**config.mk**
```make
export PLATFORM = sky130hd
export DESIGN_NAME = moc_option_straps
export DESIGN_NICKNAME = d
export VERILOG_FILES = /design/src/logic/moc_pkg.sv /design/src/logic/moc_tick_counter.sv /design/src/logic/moc_option_straps.sv
export VERILOG_INCLUDE_DIRS = /design/src /design/src/logic
export SDC_FILE = /design/constraint.sdc
export NUM_CORES = 1
export LEC_CHECK = 0
export ABC_AREA = 1
export BUFFER_PORTS_ARGS = -buffer_cell sky130_fd_sc_hd__buf_2
export CAP_MARGIN = 20
export CELL_PAD_IN_SITES_DETAIL_PLACEMENT = 0
export CELL_PAD_IN_SITES_GLOBAL_PLACEMENT = 2
export CORE_AREA = 8 8 79 81
export CTS_CLUSTER_DIAMETER = 200
export DETAILED_ROUTE_END_ITERATION = 16
export DIE_AREA = 0 0 87 89
export PLACE_DENSITY = 0.86
export SETUP_SLACK_MARGIN = 0.02
export SLEW_MARGIN = 30
export SYNTH_ARGS = -nofsm -noshare
export SYNTH_HDL_FRONTEND = slang
export SYNTH_SLANG_ARGS = --single-unit
```
**constraint.sdc**
```tcl
create_clock -name core_clk -period 2.15 [get_ports core_clk]
set_input_delay 0.215 -clock core_clk [delete_from_list [all_inputs] [get_ports core_clk]]
set_output_delay 0.215 -clock core_clk [all_outputs]
set_load 0.01 [all_outputs]
```
**src/logic/moc_cfg.svh**
```systemverilog
// constants for the mask option configuration block
`ifndef MOC_CFG_SVH
`define MOC_CFG_SVH

// cpu bus location of the option straps register
`define MOC_OPT_ADDR      16'h001f
`define MOC_ADDR_W        16

// bit positions inside the option straps register
`define MOC_BIT_LOCK      6
`define MOC_BIT_LV_RST    5
`define MOC_BIT_LV_PWR    4
`define MOC_BIT_SHORT     3
`define MOC_BIT_LONG_WD   2
`define MOC_BIT_STOP_EN   1
`define MOC_BIT_WD_OFF    0

// counter width and wake delays in reference clock cycles
`define MOC_CNT_W         18
`define MOC_WAKE_SHORT    18'h00020
`define MOC_WAKE_LONG     18'h01000

// fixed values on the bus and at reset
`define MOC_RDATA_RST     8'h00
`define MOC_UNUSED_TOP    1'h0

`endif

```
**src/logic/moc_pkg.sv**
```systemverilog
// types shared by the mask option configuration block
package moc_pkg;

  // stop instruction sequencing
  typedef enum logic [1:0] {
    MOC_RUN,
    MOC_STOPPED,
    MOC_WAKING
  } moc_stop_e;

  typedef logic [17:0] moc_count_t;

endpackage

```
**src/logic/moc_tick_counter.sv**
```systemverilog
// reference tick counter that pulses once per completed period
`timescale 1ns/1ps
`default_nettype none

module moc_tick_counter #(
  parameter int W = 18
) (
  // clock and control
  input  wire logic         core_clk,
  input  wire logic         reset_n,
  input  wire logic         ce,
  // counting
  input  wire logic         run,
  input  wire logic         clear,
  input  wire logic         tick,
  input  wire logic [W-1:0] limit,
  // result
  output var  logic         done_ff
);

  logic [W-1:0] count_ff;
  logic [W-1:0] nxt_count;
  logic         nxt_done;

  // count ticks; stopping or clearing restarts the period from zero
  always_comb begin
    nxt_count = count_ff;
    nxt_done  = 1'b0;
    if (!run || clear) begin
      nxt_count = '0;
    end else if (tick) begin
      if (count_ff == limit - W'(1)) begin
        nxt_count = '0;
        nxt_done  = 1'b1;
      end else begin
        nxt_count = count_ff + W'(1);
      end
    end
  end

  // registers only
  always_ff @(posedge core_clk) begin
    if (!reset_n) begin
      count_ff <= '0;
      done_ff  <= 1'b0;
    end else if (ce) begin
      count_ff <= nxt_count;
      done_ff  <= nxt_done;
    end
  end

endmodule

`default_nettype wire

```
**src/logic/moc_option_straps.sv**
```systemverilog
// option straps register and the chip controls it steers
`timescale 1ns/1ps
`default_nettype none
`include "moc_cfg.svh"

module moc_option_straps #(
  // hard-wired mask choices, fixed when the rom code is chosen
  parameter logic [6:0]          OPTION_STRAPS = 7'h00,
  parameter moc_pkg::moc_count_t WDOG_SHORT    = 18'd8176,
  parameter moc_pkg::moc_count_t WDOG_LONG     = 18'd262128
) (
  // clock, reset, enable
  input  wire logic                   core_clk,
  input  wire logic                   reset_n,
  input  wire logic                   ce,
  // internal cpu bus
  input  wire logic [`MOC_ADDR_W-1:0] bus_addr,
  input  wire logic                   bus_rd,
  input  wire logic                   bus_wr,
  output var  logic [7:0]             bus_rdata_ff,
  output var  logic                   bus_hit_ff,
  // crystal_ref_clock cycle marker
  input  wire logic                   ref_tick,
  // rom protection
  input  wire logic                   ext_rom_rd_req,
  output var  logic                   ext_rom_rd_grant_ff,
  output var  logic                   rom_read_lock_ff,
  // low_voltage_monitor
  input  wire logic                   lowv_reset_req,
  output var  logic                   lowv_power_en_ff,
  output var  logic                   lowv_reset_ff,
  // stop instruction handling
  input  wire logic                   stop_req,
  input  wire logic                   wake_req,
  output var  logic                   stop_mode_ff,
  output var  logic                   wake_done_ff,
  output var  logic                   illegal_opcode_ff,
  // watchdog_unit
  input  wire logic                   wdog_service,
  output var  logic                   wdog_enable_ff,
  output var  logic                   wdog_timeout_ff
);

  // individual straps, constants so no reset can reach them
  localparam logic LOCK    = OPTION_STRAPS[`MOC_BIT_LOCK];
  localparam logic LV_RST  = OPTION_STRAPS[`MOC_BIT_LV_RST];
  localparam logic LV_PWR  = OPTION_STRAPS[`MOC_BIT_LV_PWR];
  localparam logic SHORT   = OPTION_STRAPS[`MOC_BIT_SHORT];
  localparam logic LONG_WD = OPTION_STRAPS[`MOC_BIT_LONG_WD];
  localparam logic STOP_EN = OPTION_STRAPS[`MOC_BIT_STOP_EN];
  localparam logic WD_OFF  = OPTION_STRAPS[`MOC_BIT_WD_OFF];

  // picks one of two cycle counts by a strap
  function automatic moc_pkg::moc_count_t pick_count(
    input logic               sel,
    input moc_pkg::moc_count_t when_set,
    input moc_pkg::moc_count_t when_clr
  );
    pick_count = sel ? when_set : when_clr;
  endfunction

  // ---------------- bus read path ----------------
  logic [7:0] nxt_rdata;
  logic       nxt_hit;
  logic       rd_hit;

  // a write cycle loads nothing but a cleared bus_hit_ff; the strap values have no
  // storage a write could reach, so the address is read-only
  assign rd_hit = bus_rd && !bus_wr && (bus_addr == `MOC_OPT_ADDR);

  // whole register in one access, unused top bit zero
  always_comb begin
    nxt_hit   = rd_hit;
    nxt_rdata = bus_rdata_ff;
    if (rd_hit) begin
      nxt_rdata = {`MOC_UNUSED_TOP, OPTION_STRAPS};
    end
  end

  always_ff @(posedge core_clk) begin
    if (!reset_n) begin
      bus_rdata_ff <= `MOC_RDATA_RST;
      bus_hit_ff   <= 1'b0;
    end else if (ce) begin
      bus_rdata_ff <= nxt_rdata;
      bus_hit_ff   <= nxt_hit;
    end
  end

  // ---------------- static controls ----------------
  logic nxt_grant;
  logic nxt_lock;
  logic nxt_lv_pwr;
  logic nxt_lv_rst;
  logic nxt_wd_en;

  // registered so every control leaves the block from a flop
  always_comb begin
    nxt_lock   = LOCK;
    nxt_grant  = ext_rom_rd_req && !LOCK;
    nxt_lv_pwr = !LV_PWR;
    nxt_lv_rst = lowv_reset_req && !LV_RST;
    nxt_wd_en  = !WD_OFF;
  end

  always_ff @(posedge core_clk) begin
    if (!reset_n) begin
      rom_read_lock_ff    <= 1'b1;
      ext_rom_rd_grant_ff <= 1'b0;
      lowv_power_en_ff    <= 1'b0;
      lowv_reset_ff       <= 1'b0;
      wdog_enable_ff      <= 1'b0;
    end else if (ce) begin
      rom_read_lock_ff    <= nxt_lock;
      ext_rom_rd_grant_ff <= nxt_grant;
      lowv_power_en_ff    <= nxt_lv_pwr;
      lowv_reset_ff       <= nxt_lv_rst;
      wdog_enable_ff      <= nxt_wd_en;
    end
  end

  // ---------------- stop and wake sequencing ----------------
  moc_pkg::moc_stop_e state_ff;
  moc_pkg::moc_stop_e nxt_state;
  logic               nxt_stop_mode;
  logic               nxt_wake_done;
  logic               nxt_illegal;
  logic               wake_cnt_done;
  moc_pkg::moc_count_t wake_limit;

  // short delay only suits a fast-starting reference source
  assign wake_limit = pick_count(SHORT, `MOC_WAKE_SHORT,
                                 `MOC_WAKE_LONG);

  always_comb begin
    nxt_state     = state_ff;
    nxt_stop_mode = stop_mode_ff;
    nxt_wake_done = 1'b0;
    nxt_illegal   = 1'b0;
    case (state_ff)
      moc_pkg::MOC_RUN: begin
        if (stop_req) begin
          if (STOP_EN) begin
            nxt_state     = moc_pkg::MOC_STOPPED;
            nxt_stop_mode = 1'b1;
          end else begin
            nxt_illegal = 1'b1;
          end
        end
      end
      moc_pkg::MOC_STOPPED: begin
        if (wake_req) begin
          nxt_state = moc_pkg::MOC_WAKING;
        end
      end
      moc_pkg::MOC_WAKING: begin
        // leave stop only once the full delay has elapsed
        if (wake_cnt_done) begin
          nxt_state     = moc_pkg::MOC_RUN;
          nxt_stop_mode = 1'b0;
          nxt_wake_done = 1'b1;
        end
      end
      default: begin
        nxt_state     = moc_pkg::MOC_RUN;
        nxt_stop_mode = 1'b0;
      end
    endcase
  end

  always_ff @(posedge core_clk) begin
    if (!reset_n) begin
      state_ff          <= moc_pkg::MOC_RUN;
      stop_mode_ff      <= 1'b0;
      wake_done_ff      <= 1'b0;
      illegal_opcode_ff <= 1'b0;
    end else if (ce) begin
      state_ff          <= nxt_state;
      stop_mode_ff      <= nxt_stop_mode;
      wake_done_ff      <= nxt_wake_done;
      illegal_opcode_ff <= nxt_illegal;
    end
  end

  // wake delay counter runs only while waking
  moc_tick_counter #(
    .W       (`MOC_CNT_W)
  ) u_wake_cnt (
    .core_clk(core_clk),
    .reset_n (reset_n),
    .ce      (ce),
    .run     (state_ff == moc_pkg::MOC_WAKING),
    .clear   (1'b0),
    .tick    (ref_tick),
    .limit   (wake_limit),
    .done_ff (wake_cnt_done)
  );

  // ---------------- watchdog period ----------------
  moc_pkg::moc_count_t wdog_limit;

  assign wdog_limit = pick_count(LONG_WD, WDOG_LONG, WDOG_SHORT);

  // held at zero when the watchdog is strapped off
  moc_tick_counter #(
    .W       (`MOC_CNT_W)
  ) u_wdog_cnt (
    .core_clk(core_clk),
    .reset_n (reset_n),
    .ce      (ce),
    .run     (!WD_OFF),
    .clear   (wdog_service),
    .tick    (ref_tick),
    .limit   (wdog_limit),
    .done_ff (wdog_timeout_ff)
  );

endmodule

`default_nettype wire

```
==> qor.txt <==
Crit. path cell count: 10
Average wire per standard cell: 11.2 µm
Synth top cells by count: nand2_1, nor2_1, dfxtp_1, inv_1, nand3_1
Reg2Reg Setup Slack: 0.61 ns
Final worst slack: 0.611 ns
Clk sink count: 25
Met2 usage: 0.163
CP bufs+invs: 1
DR iter-0 viols: 51
Latest clock arrival within the worst-skew pair: 0.28 ns
Post-place setup slack: 0.589 ns
FP Rows: 26
Top delay family on crit path: simple AND/OR/NAND/NOR gates
Slew Viols, Final: 0
Async SR Flop Fraction: 0
Mapped Avg Cell Area: 6.98 µm²
Worst path slowest cell: dfxtp_1
Antenna cells: 0
Top Usage Layer GRT: met2
Reg-to-reg critical path endpoint: u_wdog_cnt.count_ff[0]
Non-filler cells, final: 307
WL final: 3430 µm
I/O Buffers: 33
Fmax: 0.650 GHz
H-tree depth: 1
Setup tns final: 0 ns
Lkg Pwr: 0.660 nW
Final setup fails: 0
Synthesis Warnings: 0
CTS-repair resized insts: 0
Number of synthesized flops with an enable pin: 0
Synth top area share: 0.353
Most frequent cell after synthesis: nand2_1
Final instance area: 0.00166 mm²
Area Growth Syn to Fin: 16.8%
Number of vias per cell: 4.33
Critical Path Sink Type: register
Most repeated library cell on the critical path: nand2_1
CP required: 2.31 ns
Slowest Stage Delay on Critical Path: 0.37 ns
Top_reg_cell synth: dfxtp_1
Root Buffer: clkbuf_8
Maximum vdd drop: 201 µV
CTS tree: built
DPL Wire Length: 2720 µm
Sequential area share after synthesis: 0.353
RR Startpoint: u_wdog_cnt.count_ff[0]
Grt total ovfl: 0
Hold Buf Count CTS: 0
Crit path cell chain: ha_1 > nand2_1 > inv_1 > nand2_1 > nor2_1 > nand2_1 > nand2_1 > nand2_1 > nand2_2 > a21oi_1
WS Path Type: reg2reg
Die area: 0.00774 mm²
Clock transition at path regs: 0.10 ns
CTS Buf Count: 3
Met3 usage: 0.0248
Die span in x: 87 µm
Placed cell count: 303
Ranking of synthesized cells by area: dfxtp_1, nand2_1, nor2_1
Crit path from: u_wdog_cnt.count_ff[0]
Total power: 0.854 mW
GRT Total Usage: 0.0999
First-pass GRT wire length: 6130 µm
RSZ-0062 raised after global routing: false
CTS Buffer Depth: 2
IO Count: 45
Crit path launch type: register
# Post-CTS Setup Buffers: 0
Worst-path maximum fanout: 11
Final #Nets: 266
Starting Density: 0.285
Yosys top cell by area: dfxtp_1
Overall die height: 89 µm
Crit path capture: u_wdog_cnt.count_ff[0]
DRT Pass-1 Iters: 5
Final Skew: 0.0102 ns
Minimum period implied by the final worst setup slack: 1.54 ns
PD cells: 516 mW/mm²
Synth Register Bits: 25
Residual DRC count: 0
Routed vias: 1,330
FF-to-FF path depth: 10
Tcrit/Tclk final: 0.716
Max_cap viols: 0
Initial antenna violation count: 0
Synthesized cell area: 0.00142 mm²
Count of final hold-check violations: 0
Vias in the first global route: 1,377
DRT antenna net count: 0
CP Data Arrival Time: 1.70 ns
Outcome: finished, final reports clean
Placed cell area: 0.00161 mm²
Worst min path class: in2reg
Fill cells: 570
Core area: 0.00498 mm²
Synth unique cells: 25
RD Place Congestion: 0.772
Pin count of the biggest net entering global routing: 16
Grt met1 use: 0.123
Fraction of layout cells with a size suffix above 1: 0.232
Syn Inst Count: 203
## how the worst min path moves through the flow
stage | endpoint | slack (ns) | depth (start not counted) | startpoint
6_report | lowv_reset_ff | 0.15 | 3 | lowv_reset_req
3_3_place_gp | rom_read_lock_ff | 0.43 | 2 | rom_read_lock_ff
3_5_place_dp | rom_read_lock_ff | 0.43 | 2 | rom_read_lock_ff
2_1_floorplan | rom_read_lock_ff | 0.28 | 1 | reset_n
4_1_cts | lowv_reset_ff | 0.15 | 3 | lowv_reset_req
5_1_grt | illegal_opcode_ff | 0.16 | 3 | stop_req
## layout by cell type, fill, tap and decap left out, types with 2 or more instances in the layout
master / n
buf_2: 33
nor2_2: 5
a21oi_1: 11
clkbuf_8: 3
xor2_1: 6
nand2_1: 43
nor4_1: 2
conb_1: 10
nand3_1: 14
inv_1: 17
nor2_1: 33
nand2_2: 3
o21ai_0: 7
xnor2_1: 2
inv_2: 2
dfxtp_1: 25
nand4_1: 9
nor2_4: 3
## per-stage QoR
| step | hold slack, ns | util |
|---|---|---|
| after global routing | 0.161 | 0.333 |
| final | 0.155 | 0.333 |
| after floorplan | 0.284 | - |
| after CTS | 0.148 | 0.333 |
| after global placement | 0.431 | 0.323 |
| after detailed placement | 0.429 | 0.323 |
## tightest hold or removal path: cells and delay by family
kind | cells | cell delay [ns]
and+or+nand+nor | 2 | 0.11
buffers and inverters | 1 | 0.08
## report_power, final
part	internal, mW	total, mW	switching [mW]
clock network	0.132	0.292	0.160
registers	0.471	0.476	0.00493
logic	0.0329	0.0868	0.0540
total	0.635	0.854	0.219
## cell families after synthesis
family,share of synthesized area
other cells,0.00265
xor+xnor,0.0494
simple gates,0.392
buf+inv,0.124
flops,0.353
compound gates,0.0697
fa+ha+maj,0.00882
## state kept, by name, summed over array words and instances, names as in the netlist
register             count
u_wdog_cnt.done_ff       1
u_wdog_cnt.count_ff     18
rom_read_lock_ff         1
wdog_enable_ff           1
bus_hit_ff               1
illegal_opcode_ff        1
lowv_reset_ff            1
ext_rom_rd_grant_ff      1
## per-layer routing
metal | share of wire | vias to the layer above
li1 | - | 696
met1 | 0.47 | 588
met2 | 0.46 | 42
met3 | 0.052 | 4
met4 | 0.015 | 0
met5 | 0 | -
## cell type report
type / count / area, µm² / area share
clock inverters: 1 / 7.51 / 0.00454
repair buffers: 34 / 173 / 0.104
inverters: 19 / 71.3 / 0.0431
clock buffers: 3 / 41.3 / 0.0249
flip-flops and latches: 25 / 500 / 0.302
well taps: 70 / 87.6 / 0.0529
multi-input cells: 155 / 774 / 0.468
(Power assumes the default switching activity.)
